**config.mk**
```make
export PLATFORM = sky130hd
export DESIGN_NAME = fixed_reference_control
export DESIGN_NICKNAME = d
export VERILOG_FILES = /design/src/logic/ref_ctrl_pkg.sv /design/src/logic/fixed_reference_control.sv
export SDC_FILE = /design/constraint.sdc
export NUM_CORES = 1
export LEC_CHECK = 0
export BUFFER_PORTS_ARGS = -buffer_cell sky130_fd_sc_hd__buf_4
export CAP_MARGIN = 20
export CORE_ASPECT_RATIO = 1.2
export CORE_MARGIN = 5
export CORE_UTILIZATION = 25
export CTS_BUF_LIST = sky130_fd_sc_hd__clkbuf_2 sky130_fd_sc_hd__clkbuf_4 sky130_fd_sc_hd__clkbuf_8
export DETAILED_ROUTE_END_ITERATION = 10
export SYNTH_ARGS = -nofsm -noshare
export SYNTH_HDL_FRONTEND = slang
export SYNTH_SLANG_ARGS = --single-unit
```
**constraint.sdc**
```tcl
create_clock -name mclk -period 2.8 [get_ports mclk]
set_clock_uncertainty 0.15 [all_clocks]
set_input_delay 0.56 -clock mclk [delete_from_list [all_inputs] [get_ports mclk]]
set_output_delay 0.56 -clock mclk [all_outputs]
set_load 0.005 [all_outputs]
```
**src/logic/ref_ctrl_pkg.sv**
```systemverilog
// Purpose: Constants and carriers for the fixed reference control block
// Assumes: AXI4-Lite register access, 32-bit data
// Notes: One register word, control byte in the low bits
package ref_ctrl_pkg;

  localparam logic [3:0] REFERENCE_CONTROL_OFFSET = 4'h0;
  localparam logic [7:0] REFERENCE_CONTROL_RESET = 8'h00;
  localparam int ENABLE_BIT = 7;
  localparam int READY_BIT = 6;
  localparam int RESERVED_HI = 5;
  localparam int RESERVED_LO = 4;
  localparam int CDAC_GAIN_HI = 3;
  localparam int CDAC_GAIN_LO = 2;
  localparam int CONV_GAIN_HI = 1;
  localparam int CONV_GAIN_LO = 0;
  localparam logic [1:0] AXI_RESP_OKAY = 2'h0;
  localparam logic [1:0] AXI_RESP_SLVERR = 2'h2;

  typedef enum logic [1:0] {
    GAIN_OFF,
    GAIN_X1,
    GAIN_X2,
    GAIN_X4
  } gain_t;

  // Analog-side controls
  typedef struct packed {
    logic reference_enable;
    logic cdac_amp_on;
    logic [2:0] cdac_gain_onehot;
    logic conv_amp_on;
    logic [2:0] conv_gain_onehot;
  } analog_ctrl_t;

endpackage

```
**src/logic/fixed_reference_control.sv**
```systemverilog
// Purpose: Reference control register with ready flag and two gain fields
// Assumes: AXI4-Lite slave, analog core reports stable level synchronously
// Notes: Answers two cycles after both write channels are taken, one cycle after the read address
`timescale 1ns/10ps
`default_nettype none

module fixed_reference_control #(
  parameter bit HAS_LDO = 1'b0
) (
  // Clock and reset
  input wire logic mclk,
  input wire logic rst_b,
  // AXI4-Lite write address and data
  input wire logic [3:0] s_axi_awaddr,
  input wire logic s_axi_awvalid,
  output logic s_axi_awready,
  input wire logic [31:0] s_axi_wdata,
  input wire logic [3:0] s_axi_wstrb,
  input wire logic s_axi_wvalid,
  output logic s_axi_wready,
  // AXI4-Lite write response
  output logic [1:0] s_axi_bresp,
  output logic s_axi_bvalid,
  input wire logic s_axi_bready,
  // AXI4-Lite read
  input wire logic [3:0] s_axi_araddr,
  input wire logic s_axi_arvalid,
  output logic s_axi_arready,
  output logic [31:0] s_axi_rdata,
  output logic [1:0] s_axi_rresp,
  output logic s_axi_rvalid,
  input wire logic s_axi_rready,
  // Analog core
  input wire logic analog_stable,
  output ref_ctrl_pkg::analog_ctrl_t analog_ctrl
);

  typedef struct packed {
    logic enable;
    logic [1:0] cdac_gain;
    logic [1:0] conv_gain;
    logic aw_held;
    logic [3:0] aw_addr;
    logic w_held;
    logic [31:0] w_data;
    logic w_strb0;
    logic bvalid;
    logic [1:0] bresp;
    logic rvalid;
    logic [1:0] rresp;
    logic [31:0] rdata;
  } state_t;

  state_t st_r;
  state_t st_nxt;
  logic ready_flag;
  logic [7:0] reg_view;

  // ---------------------------------------------------------------
  // Status and analog decode
  // ---------------------------------------------------------------
  assign ready_flag = HAS_LDO ? 1'b1 : (st_r.enable & analog_stable);

  always_comb
  begin
    reg_view = 8'h00;
    reg_view[ref_ctrl_pkg::ENABLE_BIT] = st_r.enable;
    reg_view[ref_ctrl_pkg::READY_BIT] = ready_flag;
    reg_view[ref_ctrl_pkg::CDAC_GAIN_HI:ref_ctrl_pkg::CDAC_GAIN_LO] = st_r.cdac_gain;
    reg_view[ref_ctrl_pkg::CONV_GAIN_HI:ref_ctrl_pkg::CONV_GAIN_LO] = st_r.conv_gain;
  end

  always_comb
  begin
    analog_ctrl.reference_enable = st_r.enable;
    analog_ctrl.cdac_amp_on = (st_r.cdac_gain != ref_ctrl_pkg::GAIN_OFF);
    analog_ctrl.cdac_gain_onehot = {st_r.cdac_gain == ref_ctrl_pkg::GAIN_X4,
                                    st_r.cdac_gain == ref_ctrl_pkg::GAIN_X2,
                                    st_r.cdac_gain == ref_ctrl_pkg::GAIN_X1};
    analog_ctrl.conv_amp_on = (st_r.conv_gain != ref_ctrl_pkg::GAIN_OFF);
    analog_ctrl.conv_gain_onehot = {st_r.conv_gain == ref_ctrl_pkg::GAIN_X4,
                                    st_r.conv_gain == ref_ctrl_pkg::GAIN_X2,
                                    st_r.conv_gain == ref_ctrl_pkg::GAIN_X1};
  end

  // ---------------------------------------------------------------
  // Bus slave
  // ---------------------------------------------------------------
  assign s_axi_awready = ~st_r.aw_held & ~st_r.bvalid;
  assign s_axi_wready = ~st_r.w_held & ~st_r.bvalid;
  assign s_axi_arready = ~st_r.rvalid;
  assign s_axi_bvalid = st_r.bvalid;
  assign s_axi_bresp = st_r.bresp;
  assign s_axi_rvalid = st_r.rvalid;
  assign s_axi_rresp = st_r.rresp;
  assign s_axi_rdata = st_r.rdata;

  always_comb
  begin
    st_nxt = st_r;
    if (s_axi_awvalid && s_axi_awready)
    begin
      st_nxt.aw_held = 1'b1;
      st_nxt.aw_addr = s_axi_awaddr;
    end
    if (s_axi_wvalid && s_axi_wready)
    begin
      st_nxt.w_held = 1'b1;
      st_nxt.w_data = s_axi_wdata;
      st_nxt.w_strb0 = s_axi_wstrb[0];
    end
    if (st_r.aw_held && st_r.w_held)
    begin
      st_nxt.aw_held = 1'b0;
      st_nxt.w_held = 1'b0;
      st_nxt.bvalid = 1'b1;
      if (st_r.aw_addr[3:2] == ref_ctrl_pkg::REFERENCE_CONTROL_OFFSET[3:2])
      begin
        st_nxt.bresp = ref_ctrl_pkg::AXI_RESP_OKAY;
        if (st_r.w_strb0)
        begin
          st_nxt.enable = st_r.w_data[ref_ctrl_pkg::ENABLE_BIT];
          st_nxt.cdac_gain =
            st_r.w_data[ref_ctrl_pkg::CDAC_GAIN_HI:ref_ctrl_pkg::CDAC_GAIN_LO];
          st_nxt.conv_gain =
            st_r.w_data[ref_ctrl_pkg::CONV_GAIN_HI:ref_ctrl_pkg::CONV_GAIN_LO];
        end
      end
      else
      begin
        st_nxt.bresp = ref_ctrl_pkg::AXI_RESP_SLVERR;
      end
    end
    if (st_r.bvalid && s_axi_bready)
    begin
      st_nxt.bvalid = 1'b0;
    end
    if (st_r.rvalid && s_axi_rready)
    begin
      st_nxt.rvalid = 1'b0;
    end
    if (s_axi_arvalid && s_axi_arready)
    begin
      st_nxt.rvalid = 1'b1;
      if (s_axi_araddr[3:2] == ref_ctrl_pkg::REFERENCE_CONTROL_OFFSET[3:2])
      begin
        st_nxt.rresp = ref_ctrl_pkg::AXI_RESP_OKAY;
        st_nxt.rdata = {24'h000000, reg_view};
      end
      else
      begin
        st_nxt.rresp = ref_ctrl_pkg::AXI_RESP_SLVERR;
        st_nxt.rdata = 32'h00000000;
      end
    end
  end

  always_ff @(posedge mclk or negedge rst_b)
  begin
    if (!rst_b)
    begin
      st_r <= '0;
    end
    else
    begin
      st_r <= st_nxt;
    end
  end
endmodule

`default_nettype wire

```
## After elaboration in Yosys (flattened, before gate mapping)

Index checks and enable logic that the tools add are counted.

| storage, ports and cells | value |
|---|---|
| ROM bits | 0 |
| word-level logic and storage cells | 51 |
| input bits | 52 |
| RAM bits | 0 |
| flip-flop bits (word level) | 82 |
| memories | 0 |
| latch bits | 0 |

| operators by class | value |
|---|---|
| equal/unequal tests | 6 |
| reductions and logical operators | 15 |
| $add $sub $neg | 0 |
| $lt $le $gt $ge | 0 |
| mux-type cells | 10 |
| $mul | 0 |
| bitwise logic cells | 7 |
| div/mod/pow operators | 0 |
| shifts and indexed selects | 0 |

Operators by type and width:

| cell | count |
|---|---|
| $mux W34 | 2 |
| $mux W35 | 1 |
| $reduce_bool A2 Y1 | 6 |
| $eq A2 B2 Y1 const B | 4 |
| $logic_and A1 B1 Y1 | 6 |
| $mux W5 | 1 |
| $eq A2 B1 Y1 const B | 2 |
| $logic_not A2 Y1 | 2 |
| $mux W1 | 4 |
| $not A1 Y1 | 4 |
| $and A1 B1 Y1 | 3 |
| $mux W3 | 1 |
| $reduce_and A3 Y1 | 1 |
| $mux W2 | 1 |

## Logic depth before layout (Yosys ltp)

Gate-level depths: netlist of the first run.

| logic depth | value |
|---|---|
| depth in word-level cells | 5 |
| gate-level depth with buffers | 4 |
| gate-level depth less buffers | 3 |

## Least setup slack after synthesis of the first run

No wires, ideal clock.

| path | value |
|---|---|
| kind | register to output |
| start point | register st_r (netlist bit reg_view[0]) |
| end point | output analog_ctrl[3] (netlist bit) |
| cell stages (with the launch flop) | 2 |
| arrival | 0.686 ns |
| required time | 2.090 ns |
| setup slack | 1.404 ns |
| cell sequence | dfrtp_1 > or2_2 |

RTL lines:

| item | RTL line | text |
|---|---|---|
| from (decl) | fixed_reference_control.sv:54 | `state_t st_r;` |
| from (signal assigned) | fixed_reference_control.sv:166 | `st_r <= st_nxt;` |
| to (decl) | fixed_reference_control.sv:35 | `output ref_ctrl_pkg::analog_ctrl_t analog_ctrl` |

==> results.yml, run 1 <==
outcome:
  outcome: "complete, no violations"
clock_tree:
  post_cts_resized: 0
  cts_tree: "built"
  postCtsHoldBufs: 0
  post-cts-setup-buffers: 0
  clk_latency_ns: 0.26
  cts_buffers: 3
  path_clk_slew_ns: 0.09
  htreeDepth: 1
  clock_path_buffers: 2
  cts_num_sinks: 25
  cts_root_buf: "clkbuf_8"
logic_synthesis:
  yosysWarnings: 0
  synth.area.mux_share: 0.136
  synthSimpleGateAreaFrac: 0.0963
  seq_area_frac_synth: 0.477
  synth_fa_ha_area_frac: 0
  yosysTopAreaCellShare: 0.477
  synthDistinctLibCells: 24
  syn_inst: 116
  synth_compound_area_frac: 0.0562
  syn_avg_cell_area_um2: 11.3
  ys_ff_latch: 25
  syn_area_um2: 1310
  synth_xor_xnor_area_share: 0
  synth_top_family_by_area: "buffers and inverters"
  synth_area_leader_cell: "dfrtp_1"
  synth.area.top_cells: "dfrtp_1 48%, buf_4 21%, mux2_4 6.9%"
route:
  detailroute.via_count: 776
  drc: 0
  wl_mm: 2.31
  drt_iter0_markers: 10
  viasPerCell: 3.71
  wl_per_cell_um: 11.1
  firstDrtPassIters: 3
  ant_nets: 0
floorplanning:
  initial_core_util: 0.253
  die_h_um: 89.4
  die_w_um: 76.1
  die_area_um2: 6810
  rows: 29
  ios: 102
  core_um2: 5190
sta:
  finalSetupViolCount: 0
  rsz0062_at_grt: "false"
  fin_tns_setup_ns: 0
  worst_slack_ns: 0.953
  fin_crit_sh: 0.660
  timing.fmax_mhz: 541
  holdWs_ns: 0.0304
  drv_slew: 0
  min_period_ns: 1.85
  hold_violations: 0
setup_path:
  start_kind: "flop"
  arrival_ns: 1.14
  reg2regPathDepth: 3
  endpoint_kind: "output pin"
  crit_path_max_fanout: 6
  crit_type: "reg2out"
  crit_required_ns: 2.09
global_routing:
  grt_usage: 0.0656
  grt_pass1_wl_mm: 3.48
  antenna_found_initial: 0
  grt_pass1_vias: 686
  gr-total-overflow: 0
  grt_max_degree: 26
power:
  power.share.sequential: 0.459
  switching_power_uw: 405
  pwr-share-comb: 0.385
  p_clk_frac: 0.155
  irDropWorstVdd_mv: 0.329
  switching_share: 0.300
  p_int_uw: 945
  power_density_nw_per_um2: 878
  p_leak_uw: 0.000796
placed_design:
  dp_slack_ns: 1.10
  placed_area_um2: 1490
  routabilityCongestion: 0.678
  dp_hpwl_mm: 1.92
  io_buffers: 39
cells_and_area:
  layout.nets: 200
  utilization: 0.296
  synthToLayoutAreaGrowth_pct: 17.2
  layout-drive-gt1-share: 0.422
  diodes: 0
  design_area_um2: 1540
flow_run:
  max_cap_viol_count: 0
min_path:
  hold_class: "in2async"
[metrics by stage]
| step | std cells | total power (µW) |
|---|---|---|
| 3_5_place_dp | 205 | 1170 |
| 2_1_floorplan | 143 | 973 |
| 6_report | 209 | 1350 |
| 3_3_place_gp | 205 | 1160 |
| 4_1_cts | 209 | 1390 |
| 5_1_grt | 209 | 1460 |
[layer usage]
layer	GRT usage	up-vias	wire length, µm	share of wire
met5	0	-	0	0
met4	0.0286	0	32	0.014
met3	0.0222	4	204	0.088
met2	0.104	39	1120	0.49
met1	0.0823	355	952	0.41
li1	-	378	-	-
[sequential cells by signal (all words and copies together), names as in the netlist]
| name | flops |
|---|---|
| s_axi_rdata | 6 |
| analog_ctrl | 1 |
| s_axi_rvalid | 1 |
| s_axi_bvalid | 1 |
| st_r | 10 |
| s_axi_bresp | 1 |
| reg_view | 4 |
| s_axi_rresp | 1 |
[cell usage in the layout (no fill, tap or decap), types with 3 or more instances in the layout]
master,count
dfrtp_1,25
a22o_1,4
buf_4,39
inv_1,3
mux2_2,7
mux2_4,6
nor2b_1,4
o21ai_0,5
clkbuf_8,3
nand2_1,6
nor2_1,3
conb_1,28
[worst max-delay path, stage by stage (launching register included)]
cell and delay, ns:
dfrtp_1 0.43, or2_2 0.31, buf_4 0.13
[power groups by stage]
stage	clock, µW	combinational, µW	sequential [µW]
CTS	225	536	626
global placement	0	526	632
finish	210	520	620
floorplan	0	380	594
detailed placement	0	535	634
global route	246	571	647
[final cells by class]
class                      count  area, µm²
tap                           62       77.6
clock inverter                 1       5.00
sequential                    25        626
inverter                       3       11.3
timing repair buffer          39        293
fill                         552       3650
multi-input combinational     76        484
clock buffer                   3       41.3
[Yosys cell counts]
library cell / instances
conb_1: 1
inv_1: 3
a21oi_1: 1
or2_2: 2
and2_1: 2
buf_4: 37
nor2_1: 3
nor2_2: 1
a22o_1: 4
and2_4: 1
mux2_2: 7
o21ai_0: 5
nand2_1: 6
buf_6: 1
nor2b_1: 4
dfrtp_1: 25
nand4_1: 1
mux2i_1: 1
mux2_4: 6
a21o_2: 1
nand3_1: 1
nor3_2: 1
clkbuf_1: 1
nand2b_1: 1
[logic make-up after synthesis]
group / count (synthesis)
AO/OA/AOI/OAI: 11
buffers and inverters: 42
flip-flops: 25
multiplexers: 14
other: 1
AND/OR/NAND/NOR: 23
[worst paths after layout]
| path | slack (ns) | endpoint | start |
|---|---|---|---|
| setup / recovery | 0.95 | analog_ctrl[7] | reg_view[3] |
| max in group asynchronous | 2.23 | s_axi_rdata[7] | rst_b |
| setup reg to reg | 1.31 | s_axi_rdata[3] | s_axi_rvalid |
| hold / removal | 0.03 | s_axi_rvalid | rst_b |
| hold reg to reg | 0.34 | s_axi_rdata[6] | s_axi_rdata[6] |
| min in group mclk | 0.31 | s_axi_bvalid | s_axi_bready |
Power figures use the tool's default switching activity.
==> inputs of run 2 (changes only) <==
clock period = 1.8 ns   (was 2.8 ns; I/O delays follow)
==> run 2 against run 1 <==
Register-to-register slack got worse by 0.91 ns. Highest routed layer unchanged. Sequential cell count unchanged. Critical endpoint is now analog_ctrl[3]. Largest power group unchanged. Cell count is 0.96% higher. Design area grew 1.3%.
==> results.yml, run 2 (synthesis gave the netlist of run 1 again) <==
clock_tree:
  clock_path_buffers: 2
  cts_tree: "built"
  path_clk_slew_ns: 0.08
  cts_buffers: 3
  htreeDepth: 1
  cts_root_buf: "clkbuf_8"
  cts_num_sinks: 25
  clk_latency_ns: 0.26
placed_design:
  dp_hpwl_mm: 1.90
  dp_slack_ns: 0.386
  routabilityCongestion: 0.731
  io_buffers: 39
  post-place-cells: 206
floorplanning:
  core_um2: 5190
  die_w_um: 76.1
  ios: 102
  rows: 29
  initial_core_util: 0.253
  die_area_um2: 6810
  die_h_um: 89.4
power:
  power_density_nw_per_um2: 1360
  p_leak_uw: 0.000805
  irDropWorstVdd_mv: 0.516
cells_and_area:
  synthToLayoutAreaGrowth_pct: 18.7
  layout.nets: 202
  fin_cells: 211
  diodes: 0
  layout-drive-gt1-share: 0.423
  largest_register_ffs: 10
  utilization: 0.300
  final_cell_mix: "40 x buf_4, 28 x conb_1, 25 x dfrtp_1"
  top_register: "st_r"
  final_common_cell: "buf_4"
setup_path:
  crit_type: "reg2out"
  max_stage_delay_ns: 0.43
  endpoint_kind: "output pin"
  crit_slowest_cell: "dfrtp_1"
  crit_required_ns: 1.29
  path_cells: "or2_2 > buf_4"
  crit_path_max_fanout: 6
  arrival_ns: 1.14
  start_kind: "flop"
route:
  wl_mm: 2.31
  ant_nets: 0
  firstDrtPassIters: 4
  viasPerCell: 3.60
  wl_per_cell_um: 11.0
  drt_iter0_markers: 23
  detailroute.via_count: 759
  drc: 0
global_routing:
  grt_usage: 0.0639
  grt_pass1_vias: 683
  grt_pass1_wl_mm: 3.41
  gr-total-overflow: 0
  antenna_found_initial: 0
  grt_max_degree: 26
flow_run:
  max_cap_viol_count: 0
outcome:
  outcome: "complete, no violations"
min_path:
  hold_class: "in2reg"
sta:
  hold_violations: 0
  drv_slew: 0
  fin_tns_setup_ns: 0
  timing.fmax_mhz: 608
  finalSetupViolCount: 0
  min_period_ns: 1.65
  fin_crit_sh: 0.914
  holdWs_ns: 0.111
  rsz0062_at_grt: "false"
  worst_slack_ns: 0.154
[run 2: cell count changes in the layout (fill, tap and decap cells not counted)]
cell and delta:
buf_4 +1, dlygate4sd3_1 +1, clkbuf_4 +1, clkinv_2 -1
[run 2: layout make-up]
class                   instances  area (µm²)
fillers                       547        3630
flip-flops and latches         25         626
multi-input cells              76         484
repair buffers                 41         310
well taps                      62        77.6
clock buffers                   4        48.8
inverters                       3        11.3
[run 2: what timing repair did]
action	4_1_cts	5_1_grt
hold endpoints to repair	25	0
setup buffers	0	0
hold buffers	1	0
gates resized for setup	0	0
[run 2: worst max-delay path: cells and delay by family, from the launching register on]
family,cells,cell delay [ns]
simple gates,1,0.31
flops,1,0.43
buf+inv,1,0.14
[run 2: final timing paths]
check                               start              to  slack [ns]  cells after the start
max                           reg_view[0]  analog_ctrl[3]        0.15                      2
min                          s_axi_bready    s_axi_bvalid        0.11                      2
max reg2reg                      st_r[75]     reg_view[0]        0.40                      3
min reg2reg                s_axi_bresp[1]  s_axi_bresp[1]        0.34                      2
max in group asynchronous           rst_b  s_axi_rdata[7]        0.87                      2
min in group asynchronous           rst_b        st_r[74]        0.38                      2
[run 2: metal layers]
layer	vias to the layer above	track usage	share of wire
met5	-	0	0
met4	0	0.0286	0.0087
met3	2	0.0202	0.079
met2	40	0.104	0.50
met1	336	0.0779	0.42
li1	381	-	-
[run 2: metrics by stage]
stage	power (µW)	area (µm²)
2_1_floorplan	1510	1410
3_3_place_gp	1800	1500
3_5_place_dp	1820	1500
4_1_cts	2160	1560
5_1_grt	2280	1560
6_report	2110	1560
[run 2: power by group]
part           switching [µW]  internal [µW]
sequential                181            783
clock                     165            173
combinational             275            537
total                     621           1490
==> inputs of run 3 (changes only) <==
CORE_UTILIZATION = 40   (was 25)
PLACE_DENSITY = 0.81   (was not set)
==> run 3 against run 2 <==
Design area decreased by 3.8%. Hold slack worse by 0.041 ns. Clock power down 28%. Register-to-register slack lost 0.06 ns. Sequential share of layout area increased by 1.6 points. First-iteration DRC count shrank 57%. Worst setup slack got worse by 0.079 ns. Cell count shrank 13%. Wire length is 0.65% higher. Core utilization is 18 points higher. Non-clock buffer count down 1. Critical path depth stayed put. Largest power group unchanged.
==> results.yml, run 3 (synthesis gave the netlist of run 1 again) <==
route:
  drt_iter0_markers: 10
  wl_mm: 2.33
  viasPerCell: 4.30
  firstDrtPassIters: 4
  drc: 0
  wl_per_cell_um: 12.6
  ant_nets: 0
  detailroute.via_count: 792
clock_tree:
  clock_path_buffers: 2
  post_cts_resized: 0
  postCtsHoldBufs: 1
  cts_tree: "built"
  cts_num_sinks: 25
  post-cts-setup-buffers: 0
  clk_latency_ns: 0.31
  path_clk_slew_ns: 0.14
  htreeDepth: 1
  cts_root_buf: "clkbuf_4"
  cts_buffers: 3
setup_path:
  max_stage_delay_ns: 0.46
  crit_type: "reg2out"
  start_kind: "flop"
  r2r_slack_ns: 0.34
  crit_required_ns: 1.29
  crit_path_max_fanout: 6
  crit_slowest_cell: "dfrtp_1"
  endpoint_kind: "output pin"
  arrival_ns: 1.21
  path_cells: "or2_2 > buf_4"
floorplanning:
  die_h_um: 72.8
  rows: 22
  initial_core_util: 0.422
  die_area_um2: 4530
  die_w_um: 62.3
  core_um2: 3110
  ios: 102
cells_and_area:
  final_common_cell: "buf_4"
  synthToLayoutAreaGrowth_pct: 14.2
  final_cell_mix: "39 x buf_4, 28 x conb_1, 25 x dfrtp_1"
  design_area_um2: 1500
  num-fill-cells: 305
  largest_register_ffs: 10
  top_register: "st_r"
  layout.nets: 201
  diodes: 0
  fin_cells: 184
  layout-drive-gt1-share: 0.419
sta:
  timing.fmax_mhz: 580
  rsz0062_at_grt: "false"
  fin_tns_setup_ns: 0
  min_period_ns: 1.72
  finalSetupViolCount: 0
  fin_crit_sh: 0.958
  drv_slew: 0
  hold_violations: 0
placed_design:
  io_buffers: 39
  placed_area_um2: 1460
  post-place-cells: 179
  routabilityCongestion: 0.670
  dp_hpwl_mm: 1.98
power:
  power_density_nw_per_um2: 1360
  pwr-share-comb: 0.404
  switching_share: 0.315
  power.share.sequential: 0.477
  p_int_uw: 1400
  switching_power_uw: 645
  irDropWorstVdd_mv: 0.806
  p_leak_uw: 0.000788
  p_clk_frac: 0.119
global_routing:
  grt_usage: 0.0956
  grt_pass1_wl_mm: 3.58
  gr-total-overflow: 0
  antenna_found_initial: 0
  grt_pass1_vias: 802
  grt_max_degree: 26
outcome:
  outcome: "complete, no violations"
min_path:
  hold_class: "in2reg"
flow_run:
  max_cap_viol_count: 0
-- run 3: cell count changes in the layout (fill, tap and decap cells not counted) --
cell and delta:
clkinvlp_4 +1, clkbuf_4 +2, buf_4 -1, clkbuf_8 -3
-- run 3: layout make-up --
| class | count | area, µm² | share of cell area |
|---|---|---|---|
| clock buffer | 3 | 22.5 | 0.0150 |
| clock inverter | 1 | 7.51 | 0.00501 |
| sequential | 25 | 626 | 0.417 |
| inverter | 3 | 11.3 | 0.00751 |
| multi-input combinational | 76 | 484 | 0.323 |
| timing repair buffer | 40 | 303 | 0.202 |
| tap | 36 | 45.0 | 0.0301 |
-- run 3: critical path: cells and delay by family, from the launching register on --
kind,cells,cell delay (ns)
DFF,1,0.46
buffers and inverters,1,0.14
and+or+nand+nor,1,0.31
-- run 3: routing by layer --
layer / GRT usage / vias up / wire, µm
met5: 0 / - / 0
met4: 0.0283 / 0 / 0
met3: 0.0277 / 0 / 208
met2: 0.184 / 34 / 1290
met1: 0.0994 / 376 / 822
li1: - / 382 / -
-- run 3: power groups by stage --
| stage | sequential (µW) | combinational (µW) | clock, µW |
|---|---|---|---|
| final | 975 | 826 | 244 |
| after CTS | 977 | 840 | 253 |
| after global placement | 971 | 802 | 0 |
| after detailed placement | 989 | 837 | 0 |
| after floorplan | 923 | 591 | 0 |
| after global routing | 1010 | 899 | 274 |
-- run 3: worst paths after layout --
| path | from | end | cells after the start |
|---|---|---|---|
| hold reg to reg | s_axi_bresp[1] | s_axi_bresp[1] | 2 |
| setup reg to reg | s_axi_rvalid | s_axi_rdata[3] | 3 |
| setup / recovery | reg_view[3] | analog_ctrl[7] | 2 |
| min in group asynchronous | rst_b | st_r[42] | 2 |
| max in group asynchronous | rst_b | s_axi_rdata[7] | 2 |
| hold / removal | s_axi_bready | s_axi_bvalid | 2 |
-- run 3: per-stage QoR --
stage / power (µW) / setup slack, ns / utilization / hold WS, ns
2_1_floorplan: 1510 / 0.429 / - / -0.0856
3_3_place_gp: 1770 / 0.415 / 0.469 / 0.118
3_5_place_dp: 1830 / 0.319 / 0.469 / 0.120
4_1_cts: 2070 / 0.0618 / 0.482 / 0.0610
5_1_grt: 2190 / 0.0214 / 0.482 / 0.0611
6_report: 2040 / 0.0751 / 0.482 / 0.0702
